$ cat config.mk
export PLATFORM = sky130hd
export DESIGN_NAME = uht_timer_ctrl
export DESIGN_NICKNAME = d
export VERILOG_FILES = /design/src/rtl/uht_timer_ctrl.v /design/src/rtl/uht_prescaler.v
export VERILOG_INCLUDE_DIRS = /design/src /design/src/rtl
export SDC_FILE = /design/constraint.sdc
export NUM_CORES = 1
export LEC_CHECK = 0
export BUFFER_PORTS_ARGS = -buffer_cell sky130_fd_sc_hd__buf_4
export CAP_MARGIN = 20
export CORE_ASPECT_RATIO = 0.6
export CORE_MARGIN = 5
export CORE_UTILIZATION = 54
export CTS_CLUSTER_SIZE = 16
export DETAILED_ROUTE_END_ITERATION = 6
export PLACE_DENSITY = 0.84
export SLEW_MARGIN = 20
export SYNTH_ARGS = -nofsm -noshare
export SYNTH_HDL_FRONTEND = slang
export SYNTH_SLANG_ARGS = --single-unit
$ cat constraint.sdc
create_clock -name clk_i -period 6.4 [get_ports clk_i]
set_input_delay 0 -clock clk_i [delete_from_list [all_inputs] [get_ports clk_i]]
set_output_delay 0 -clock clk_i [all_outputs]
set_load 0.05 [all_outputs]
$ cat src/rtl/uht_map.vh
// register offsets, field positions and reset values for the upper timer
// control block; included by the block's design files
`ifndef UHT_MAP_VH
`define UHT_MAP_VH

// byte offsets on the register bus
`define UHT_UPPER_CTRL_OFS   4'h0
`define UHT_LOWER_CTRL_OFS   4'h4
`define UHT_STATUS_OFS       4'h8

// control word fields (upper and lower share the layout)
`define UHT_RUN_BIT          15
`define UHT_IDLE_BIT         13
`define UHT_GATE_BIT         6
`define UHT_PRE_HI           5
`define UHT_PRE_LO           4
`define UHT_PAIR_BIT         3
`define UHT_SRC_BIT          1

// writable bit masks; all other bits read as zero
`define UHT_UPPER_MASK       16'hA072
`define UHT_LOWER_MASK       16'hA07A
`define UHT_CTRL_RESET       16'h0000

// prescale terminal counts (ratio minus one)
`define UHT_DIV1_LAST        8'h00
`define UHT_DIV8_LAST        8'h07
`define UHT_DIV64_LAST       8'h3F
`define UHT_DIV256_LAST      8'hFF

// bus responses
`define UHT_RESP_OKAY        2'h0
`define UHT_RESP_SLVERR      2'h2

`endif

$ cat src/rtl/uht_timer_ctrl.v
// upper timer control: control registers over AXI4-Lite, effective
// control selection (own or paired), idle halt, gating, source select
// and prescaling; emits count enables for the upper word.
// assumes idle, gate and pin come from outside the clock domain.
//
// Our own choices: the placing of the registers and the AXI4-Lite slave port.
`timescale 1ns/1ps
`include "uht_map.vh"

// Summary of operation
// a set run bit makes the upper 16-bit timer count, a clear one stops it.
// with idle halt set the timer stops while the cpu idles, else it runs.
// gating applies with the internal clock only; external source ignores it.
// prescale code 11, 10, 01, 00 divides the input by 256, 64, 8, 1.
// source bit 1 counts external pin rising edges, 0 the peripheral clock.
// in wide pair mode the upper control bits are ignored for the lower's.
// software must clear lower idle halt to keep the pair running in idle.
// pair bit 1 joins both timers into one 32-bit timer, 0 keeps two.
// in the pair the upper timer holds the high word, the lower the low.
// the external pin is synchronised before edge detection.
module uht_timer_ctrl
(
   input  wire        clk_i,          // peripheral clock, 100 MHz
   input  wire        nrst_i,         // async reset, active low
   input  wire [3:0]  s_axi_awaddr,   // write address
   input  wire        s_axi_awvalid,  // write address valid
   output reg         s_axi_awready,  // write address ready
   input  wire [31:0] s_axi_wdata,    // write data
   input  wire [3:0]  s_axi_wstrb,    // write byte strobes
   input  wire        s_axi_wvalid,   // write data valid
   output reg         s_axi_wready,   // write data ready
   output reg  [1:0]  s_axi_bresp,    // write response
   output reg         s_axi_bvalid,   // write response valid
   input  wire        s_axi_bready,   // write response ready
   input  wire [3:0]  s_axi_araddr,   // read address
   input  wire        s_axi_arvalid,  // read address valid
   output reg         s_axi_arready,  // read address ready
   output reg  [31:0] s_axi_rdata,    // read data
   output reg  [1:0]  s_axi_rresp,    // read response
   output reg         s_axi_rvalid,   // read data valid
   input  wire        s_axi_rready,   // read data ready
   input  wire        cpu_idle_i,     // cpu in idle mode
   input  wire        gate_in_i,      // gate input for accumulation
   input  wire        external_count_pin_i, // external clock pin
   output reg         upper_count_en_o, // advance 16-bit upper timer
   output reg         gate_fall_o,    // end of gated window
   output reg         pair_wide_mode_o, // pair acts as 32-bit
   output reg         pair_carry_sel_o  // pair count pulse: prescaled tick in wide mode, advances the low word
);

   reg [15:0] upper_timer_control_reg;
   reg [15:0] lower_timer_control_reg;
   reg [1:0]  pin_sync_reg;
   reg        pin_prev_reg;
   reg [2:0]  pin_fill_reg;
   reg [1:0]  idle_sync_reg;
   reg [1:0]  gate_sync_reg;
   reg        gate_prev_reg;
   reg        aw_held_reg;
   reg [3:0]  aw_addr_reg;
   reg        w_held_reg;
   reg [31:0] w_data_reg;
   reg [3:0]  w_strb_reg;

   wire [15:0] eff_ctrl;
   wire        eff_run;
   wire        eff_idle_halt;
   wire        eff_gate;
   wire        eff_src_ext;
   wire        wide;
   wire        pin_rise;
   wire        active;
   wire        raw_tick;
   wire        pre_tick;
   wire        aw_ok;
   wire        w_ok;
   wire        do_write;
   wire [2:0]  aw_hit;

   // =====================================================================
   // helpers
   function [15:0] merge_strb;
      input [15:0] old_v;
      input [31:0] new_v;
      input [3:0]  strb;
      input [15:0] mask;
      reg   [15:0] tmp;
      begin
         tmp = old_v;
         if (strb[0])
            tmp[7:0] = new_v[7:0];
         if (strb[1])
            tmp[15:8] = new_v[15:8];
         merge_strb = tmp & mask;
      end
   endfunction

   // one-hot register select: bit 0 upper, bit 1 lower, bit 2 status
   function [2:0] reg_hit;
      input [3:0] a;
      begin
         case (a)
            `UHT_UPPER_CTRL_OFS: reg_hit = 3'h1;
            `UHT_LOWER_CTRL_OFS: reg_hit = 3'h2;
            `UHT_STATUS_OFS:     reg_hit = 3'h4;
            default:             reg_hit = 3'h0;
         endcase
      end
   endfunction

   function addr_known;
      input [3:0] a;
      begin
         addr_known = |reg_hit(a);
      end
   endfunction

   // =====================================================================
   // input synchronisers
   always @(posedge clk_i or negedge nrst_i)
   begin
      if (!nrst_i)
      begin
         pin_sync_reg  <= 2'h0;
         pin_prev_reg  <= 1'b0;
         pin_fill_reg  <= 3'h0;
         idle_sync_reg <= 2'h0;
         gate_sync_reg <= 2'h0;
         gate_prev_reg <= 1'b0;
      end
      else
      begin
         pin_sync_reg  <= {pin_sync_reg[0], external_count_pin_i};
         pin_prev_reg  <= pin_sync_reg[1];
         pin_fill_reg  <= {pin_fill_reg[1:0], 1'b1};
         idle_sync_reg <= {idle_sync_reg[0], cpu_idle_i};
         gate_sync_reg <= {gate_sync_reg[0], gate_in_i};
         gate_prev_reg <= gate_sync_reg[1];
      end
   end

   // at most one edge per peripheral clock after synchronising;
   // held off until both flops carry real pin samples, so a pin that
   // idles high gives no false edge after reset
   assign pin_rise = pin_fill_reg[2] & pin_sync_reg[1] &
                     ~pin_prev_reg;

   // =====================================================================
   // effective control: lower register rules the pair
   assign wide     = lower_timer_control_reg[`UHT_PAIR_BIT];
   assign eff_ctrl = wide ? lower_timer_control_reg
                          : upper_timer_control_reg;
   assign eff_run       = eff_ctrl[`UHT_RUN_BIT];
   assign eff_idle_halt = eff_ctrl[`UHT_IDLE_BIT];
   assign eff_src_ext   = eff_ctrl[`UHT_SRC_BIT];
   assign eff_gate      = eff_ctrl[`UHT_GATE_BIT] & ~eff_src_ext;

   // pair in idle keeps running only if the lower idle bit is clear
   assign active = eff_run &
                   ~(eff_idle_halt & idle_sync_reg[1]);

   // gating: count peripheral clocks only while the gate is high
   assign raw_tick = eff_src_ext ? pin_rise
                   : (eff_gate ? gate_sync_reg[1] : 1'b1);

   uht_prescaler u_pre
   (
      .clk_i   (clk_i),
      .nrst_i  (nrst_i),
      .clear_i (~active),
      .tick_i  (raw_tick & active),
      .sel_i   (eff_ctrl[`UHT_PRE_HI:`UHT_PRE_LO]),
      .tick_o  (pre_tick)
   );

   // =====================================================================
   // outputs to the counting core
   always @(posedge clk_i or negedge nrst_i)
   begin
      if (!nrst_i)
      begin
         upper_count_en_o <= 1'b0;
         gate_fall_o      <= 1'b0;
         pair_wide_mode_o <= 1'b0;
         pair_carry_sel_o <= 1'b0;
      end
      else
      begin
         // in the pair the core carries the low word into this high word
         upper_count_en_o <= pre_tick & ~wide;
         gate_fall_o      <= eff_gate & active &
                             gate_prev_reg & ~gate_sync_reg[1];
         pair_wide_mode_o <= wide;
         pair_carry_sel_o <= wide & pre_tick;
      end
   end

   // =====================================================================
   // axi4-lite write channel; address and data taken in either order
   // nothing new is taken while a response waits: one write at a time
   assign aw_ok    = s_axi_awvalid & ~aw_held_reg & ~s_axi_awready &
                     ~s_axi_bvalid;
   assign w_ok     = s_axi_wvalid & ~w_held_reg & ~s_axi_wready &
                     ~s_axi_bvalid;
   assign do_write = aw_held_reg & w_held_reg & ~s_axi_bvalid;
   assign aw_hit   = reg_hit(aw_addr_reg);

   always @(posedge clk_i or negedge nrst_i)
   begin
      if (!nrst_i)
      begin
         s_axi_awready           <= 1'b0;
         s_axi_wready            <= 1'b0;
         s_axi_bvalid            <= 1'b0;
         s_axi_bresp             <= `UHT_RESP_OKAY;
         aw_held_reg             <= 1'b0;
         aw_addr_reg             <= 4'h0;
         w_held_reg              <= 1'b0;
         w_data_reg              <= 32'h0000_0000;
         w_strb_reg              <= 4'h0;
         upper_timer_control_reg <= `UHT_CTRL_RESET;
         lower_timer_control_reg <= `UHT_CTRL_RESET;
      end
      else
      begin
         s_axi_awready <= 1'b0;
         s_axi_wready  <= 1'b0;
         if (aw_ok)
         begin
            s_axi_awready <= 1'b1;
            aw_held_reg   <= 1'b1;
            aw_addr_reg   <= s_axi_awaddr;
         end
         if (w_ok)
         begin
            s_axi_wready <= 1'b1;
            w_held_reg   <= 1'b1;
            w_data_reg   <= s_axi_wdata;
            w_strb_reg   <= s_axi_wstrb;
         end
         // register and response move on one edge, so a read issued
         // after the answer always sees the new value
         if (do_write)
         begin
            aw_held_reg  <= 1'b0;
            w_held_reg   <= 1'b0;
            s_axi_bvalid <= 1'b1;
            s_axi_bresp  <= addr_known(aw_addr_reg) ? `UHT_RESP_OKAY
                                                    : `UHT_RESP_SLVERR;
            if (aw_hit[0])
               upper_timer_control_reg <= merge_strb(
                  upper_timer_control_reg, w_data_reg, w_strb_reg,
                  `UHT_UPPER_MASK);
            if (aw_hit[1])
               lower_timer_control_reg <= merge_strb(
                  lower_timer_control_reg, w_data_reg, w_strb_reg,
                  `UHT_LOWER_MASK);
         end
         else if (s_axi_bvalid & s_axi_bready)
         begin
            s_axi_bvalid <= 1'b0;
         end
      end
   end

   // =====================================================================
   // axi4-lite read channel
   always @(posedge clk_i or negedge nrst_i)
   begin
      if (!nrst_i)
      begin
         s_axi_arready <= 1'b0;
         s_axi_rvalid  <= 1'b0;
         s_axi_rdata   <= 32'h0000_0000;
         s_axi_rresp   <= `UHT_RESP_OKAY;
      end
      else
      begin
         s_axi_arready <= 1'b0;
         if (s_axi_arvalid & ~s_axi_arready & ~s_axi_rvalid)
         begin
            s_axi_arready <= 1'b1;
            s_axi_rvalid  <= 1'b1;
            s_axi_rresp   <= addr_known(s_axi_araddr) ? `UHT_RESP_OKAY
                                                      : `UHT_RESP_SLVERR;
            case (s_axi_araddr)
               `UHT_UPPER_CTRL_OFS:
                  s_axi_rdata <= {16'h0000, upper_timer_control_reg};
               `UHT_LOWER_CTRL_OFS:
                  s_axi_rdata <= {16'h0000, lower_timer_control_reg};
               `UHT_STATUS_OFS:
                  s_axi_rdata <= {28'h0000000, wide, idle_sync_reg[1],
                                  eff_src_ext, active};
               default:
                  s_axi_rdata <= 32'h0000_0000;
            endcase
         end
         else if (s_axi_rvalid & s_axi_rready)
         begin
            s_axi_rvalid <= 1'b0;
         end
      end
   end

endmodule // uht_timer_ctrl

$ cat src/rtl/uht_prescaler.v
// input prescaler: divides a stream of count-enable pulses by 1, 8, 64
// or 256; assumes same-clock pulses and a synchronous clear
`timescale 1ns/1ps
`include "uht_map.vh"

module uht_prescaler
(
   input  wire       clk_i,      // peripheral clock
   input  wire       nrst_i,     // async reset, active low
   input  wire       clear_i,    // restart the division
   input  wire       tick_i,     // one input clock event
   input  wire [1:0] sel_i,      // prescale code
   output reg        tick_o      // divided event pulse
);

   reg [7:0] cnt_reg;
   reg [7:0] cnt_next;
   reg       tick_next;

   // =====================================================================
   // terminal count lookup
   function [7:0] last_count;
      input [1:0] code;
      begin
         case (code)
            2'h3:    last_count = `UHT_DIV256_LAST;
            2'h2:    last_count = `UHT_DIV64_LAST;
            2'h1:    last_count = `UHT_DIV8_LAST;
            default: last_count = `UHT_DIV1_LAST;
         endcase
      end
   endfunction

   // =====================================================================
   // divider
   always @*
   begin
      cnt_next  = cnt_reg;
      tick_next = 1'b0;
      if (clear_i)
      begin
         cnt_next = 8'h00;
      end
      else if (tick_i)
      begin
         // >= covers a code lowered mid-count
         if (cnt_reg >= last_count(sel_i))
         begin
            cnt_next  = 8'h00;
            tick_next = 1'b1;
         end
         else
         begin
            cnt_next = cnt_reg + 8'h01;
         end
      end
   end

   always @(posedge clk_i or negedge nrst_i)
   begin
      if (!nrst_i)
      begin
         cnt_reg <= 8'h00;
         tick_o  <= 1'b0;
      end
      else
      begin
         cnt_reg <= cnt_next;
         tick_o  <= tick_next;
      end
   end

endmodule // uht_prescaler

---- Word level (Yosys, flattened, before mapping) ----
Cells that the tools add are included.
cells by class
  mux-type cells .......................... 30
  equality and inequality tests ........... 8
  bitwise gates (word level) .............. 35
  $add $sub $neg .......................... 1
  reduce and logical (&&, ||, !) cells .... 12
  $lt $le $gt $ge ......................... 1
operator list
  operator                                             number
  one-hot mux 16 bit (3 select lines)                  1
  two-way mux 8 bit                                    5
  one-hot mux 8 bit (3 select lines)                   1
  AND 1 bit                                            23
  one-hot mux 3 bit (3 select lines)                   2
  two-way mux 1 bit                                    16
  two-way mux 16 bit                                   1
  inverter 1 bit                                       12
  AND reduction 3 bit                                  4
  adder 8 x 1 -> 8 bit, second input constant          1
  equality test 4 x 3 -> 1 bit, second input constant  2
  equality test 4 bit, second input constant           2
  >= comparator 8 bit                                  1
  logical NOT 4 bit                                    2
  nonzero test 2 bit                                   4
  two-way mux 3 bit                                    2
  OR reduction 3 bit                                   2
  equality test 2 bit, second input constant           2
  two-way mux 2 bit                                    2
  equality test 2 x 1 -> 1 bit, second input constant  1
  != test 2 x 1 -> 1 bit, second input constant        1
word-level totals
  register bits after elaboration ......... 102
  output and inout port bits .............. 45
  word-level logic and storage cells ...... 116

---- Longest topological paths before layout ----
  depth in word-level cells ............... 12
  depth in mapped cells ................... 9
  gate-level depth less buffers ........... 8

---- Cells and area by module ----
A second synthesis with hierarchy kept.
unflattened totals
  cell total of the unflattened synthesis .. 269
  area total of the unflattened synthesis .. 3195.6 um^2
modules (own cells, without submodules)
  module          area an instance (um^2)  sequential area each (um^2)  times used  cells an instance
  uht_timer_ctrl  2453.6                   1476.4                       1           189
  uht_prescaler   742.0                    225.2                        1           80

---- Least setup slack after synthesis ----
Ideal clock, no wire load.
  path type ............................... flip-flop to flip-flop
  start ................................... register lower_timer_control_reg[3]
  end ..................................... register u_pre.cnt_reg[2]
  cell stages (with the launch flop) ...... 10
  clock period less this slack ............ 2.646 ns
  data required time ...................... 6.274 ns
  setup slack ............................. 3.754 ns
  arrival time ............................ 2.519 ns
  cell sequence ........................... dfrtp_1 > buf_4 > mux2i_1 > or2_2 > ha_1 > nand3_1 > or2_2 > a221oi_4 > nor3_4 > a311o_1
on the way
  word-level cells in the longest chain between the ends .. 9
RTL lines
  what                                                                        RTL line              text
  start, declared                                                             uht_timer_ctrl.v:52   reg [15:0] lower_timer_control_reg;
  start signal, assigned                                                      uht_timer_ctrl.v:222  lower_timer_control_reg <= `UHT_CTRL_RESET;
  start signal, assigned                                                      uht_timer_ctrl.v:255  lower_timer_control_reg <= merge_strb(
  two-way mux 16 bit (*)                                                      uht_timer_ctrl.v:151  assign eff_ctrl = wide ? lower_timer_control_reg
  equality test 2 x 1 -> 1 bit / equality test 2 bit (equally long branches)  uht_prescaler.v:25    case (code)
  one-hot mux 8 bit (3 select lines)                                          uht_prescaler.v:25
  two-way mux 8 bit                                                           uht_prescaler.v:44    else if (tick_i)
  two-way mux 8 bit                                                           uht_prescaler.v:40    if (clear_i)
  >= comparator 8 bit                                                         uht_prescaler.v:47    if (cnt_reg >= last_count(sel_i))
  two-way mux 8 bit                                                           uht_prescaler.v:47
  two-way mux 8 bit                                                           uht_prescaler.v:44
  two-way mux 8 bit                                                           uht_prescaler.v:40
  end signal, assigned                                                        uht_prescaler.v:68    cnt_reg <= cnt_next;
  end, declared                                                               uht_prescaler.v:16    reg [7:0] cnt_reg;
Every way passes the cells marked *; elsewhere a longest branch is shown, timed or not. The select of a mux whose other input is x is not followed.
A chain may end at the register's enable or synchronous reset.

---- Worst setup path after layout ----
Ends and elaborated chain as after synthesis.

==> results_dict.tcl <==
set metrics [dict create \
    critical_path_class "reg2reg" \
    path_cells "mux2i_1 > or2_2 > ha_1 > nand3_1 > or2_2 > a221oi_4 > nor3_4 > a311o_1" \
    yosysTopAreaCell "dfrtp_1" \
    hold_path_depth 3 \
    min-delay-path-class "in2reg" \
    clock_skew_ps 5.30 \
    layout-drive-gt1-share_pct 28.1 \
    layoutNonFillerInstCount 415 \
    finalMaxSlewViolations 0 \
    wl_per_cell_um 14.7 \
    die_area_sq_mm 0.00739 \
    finalSetupTns_ps 0 \
    ys_seq_elements 68 \
    core_sq_mm 0.00557 \
    crit_end "u_pre.cnt_reg[2]" \
    drtAntennaViolNets 0 \
    yosysTopAreaCellShare_pct 55.1 \
    cp_slowest_cell "dfrtp_1" \
    worst_slack_ps 3340 \
    relSlewSlack_pct 45.6 \
    intPower_mw 0.943 \
    viasPerCell 5.02 \
    rrSetupSlack_ps 3340 \
    clkPwrFrac_pct 23.3 \
    grt_first_pass_wirelength_um 10000 \
    hold_violations 0 \
    cts_tree "done" \
    synthCells 258 \
    crit_fanout 15 \
    dp_hpwl_um 4090 \
    crit_path_start "lower_timer_control_reg[3]" \
    power_frac_seq_pct 43.7 \
    finalPower_mw 1.48 \
    clk_pin_slew_ps 70 \
    place.gp.congestion 0.809 \
    grt_max_degree 69 \
    cp-start-kind "register" \
    io_buffers 46 \
    n_fill_cell 401 \
    htreeDepth 3 \
    syn_area_sq_mm 0.00309 \
    synth_cell_types 44 \
    setup_viol 0 \
    dp.cells 378 \
    antenna_cells 0 \
    worstMarginPinSlew_ps 816 \
    rr_endpoint "u_pre.cnt_reg[2]" \
    min_period_over_period_pct 47.8 \
    required_ps 6630 \
    synth_area_leaders "dfrtp_1, mux2_2, buf_4, mux2i_1, nand2_1" \
    drc_errors 0 \
    power_leakage_nw 1.87 \
    largest_reg_flops 9 \
    seq_area_frac_synth_pct 55.1 \
    die_y_um 68.6 \
    ios 99 \
    syn_area_per_cell_sq_um 12.0 \
    first_pass_iters 4 \
    place_ws_ps 3380 \
    row_count 21 \
    yosysWarningCount 0 \
    p_switching_mw 0.539 \
    sw_frac_of_total_pct 36.4 \
    rsz0062_at_grt "false" \
    power.density_mw_per_mm2 385 \
    clk_latency_ps 350 \
    rr_startpoint "lower_timer_control_reg[3]" \
    cp.arrival_ps 3290 \
    clockBufferDepth 2 \
    r2r_cells 8 \
    antenna_found_initial 0 \
    endpoint_kind "register" \
    crit_path_frequent_cell "or2_2" \
    maxCapViolCount 0 \
    period_needed_ps 3060 \
    vias 2083 \
    track_usage_pct 18.1 \
    status "completed" \
    cts.sinks 68 \
    peakVddDrop_uv 224 \
    start_util_pct 55.5 \
    routed_wirelength_um 6120 \
    synth-main-ff-cell "dfrtp_1" \
    overflow 0 \
    async_flop_share_pct 100 \
    layout.nets 393 \
    slowest_delay_ps 690 \
    cts-root-buf "clkbuf_8" \
    cts-buffers-inserted 9 \
    max_freq_ghz 0.327 \
    drt-initial-drc-count 109 \
    fp.dieW_um 108 \
    grt_pass1_vias 2033 \
    synthTopCellsByCount "dfrtp_1, buf_4, mux2_2" \
    synth_edf_count 0 \
    comb_power_share_pct 33.0 \
    yosys.cell_count.top_type "dfrtp_1" \
    syn2layout_area_growth_pct 24.6 \
]
[metrics by stage]
| step | hold WS, ps | util [%] | cell area [sq um] |
|---|---|---|---|
| after global routing | 45.0 | 69.1 | 3850 |
| after global placement | 109 | 61.4 | 3420 |
| after CTS | 14.3 | 68.8 | 3830 |
| after detailed placement | 110 | 61.4 | 3420 |
| after floorplan | -296 | - | 3180 |
| final | 19.6 | 69.1 | 3850 |
[worst min-delay path by stage]
stage | slack [ps] | startpoint | end
final | 20 | s_axi_araddr[3] | s_axi_rdata[2]
after global routing | 40 | s_axi_araddr[1] | s_axi_rdata[1]
after CTS | 10 | s_axi_araddr[3] | s_axi_rdata[2]
after detailed placement | 110 | cpu_idle_i | idle_sync_reg[0]
after global placement | 110 | cpu_idle_i | idle_sync_reg[0]
after floorplan | -300 | nrst_i | aw_addr_reg[0]
[power by group through the flow]
stage | registers [mW] | logic [mW] | clock network (mW)
2_1_floorplan | 0.695 | 0.311 | 0
3_3_place_gp | 0.644 | 0.460 | 0
3_5_place_dp | 0.651 | 0.474 | 0
4_1_cts | 0.644 | 0.487 | 0.355
5_1_grt | 0.668 | 0.532 | 0.373
6_report | 0.648 | 0.489 | 0.345
[logic make-up (layout without fill, tap and decap cells)]
family,count (synthesis),count (layout),synth area share (%)
compound gates,36,36,8.50
flops,68,68,55.1
fa+ha+maj,7,7,2.83
other cells,2,26,0.243
xor+xnor,2,2,0.567
simple gates,69,69,12.0
buf+inv,37,90,7.69
mux,37,37,13.1
[per-layer routing]
layer | wire length [um] | GRT usage (%)
met1 | 2920 | 24.8
met2 | 2670 | 26.5
met3 | 444 | 6.70
met4 | 92 | 7.09
met5 | 0 | 0
[critical path: cells and delay by family (launching register included)]
family / cells / cell delay (ps)
AO/OA/AOI/OAI: 2 / 760
adder cells (fa/ha/maj): 1 / 300
flip-flops: 1 / 690
multiplexers: 1 / 260
AND/OR/NAND/NOR: 4 / 910
[layout by cell type, fill, tap and decap left out, types with 2 or more instances in the layout]
cell type / instances
a221o_1: 2
a22o_1: 3
dfrtp_1: 68
a21o_1: 2
a211o_1: 2
o21ai_0: 12
mux2i_1: 10
nor2_1: 9
xor2_1: 2
ha_1: 7
and2_0: 3
nor2b_1: 3
nand3_1: 5
nor4_1: 7
a21oi_1: 3
nand3b_1: 2
a211oi_1: 2
dlygate4sd3_1: 23
buf_4: 46
nand2_1: 25
o22ai_1: 2
or2_2: 4
nor3_1: 2
clkbuf_8: 11
inv_1: 7
mux2_2: 26
conb_1: 26
o21a_1: 2
[final cells by class]
cell class                 instances  area, sq um  area share [%]
multi-input combinational        177         1260            32.6
clock inverter                     2         35.0           0.910
inverter                           7         26.3           0.682
timing repair buffer              69          576            14.9
sequential                        68         1700            44.2
tap                               80          100            2.60
clock buffer                      12          155            4.03
[what timing repair did]
action,CTS,global route
hold endpoints to repair,88,1
resized for setup,0,0
endpoints found under the setup margin,0,0
hold buffers,22,1
setup buffers,0,0
(Power assumes the default switching activity.)
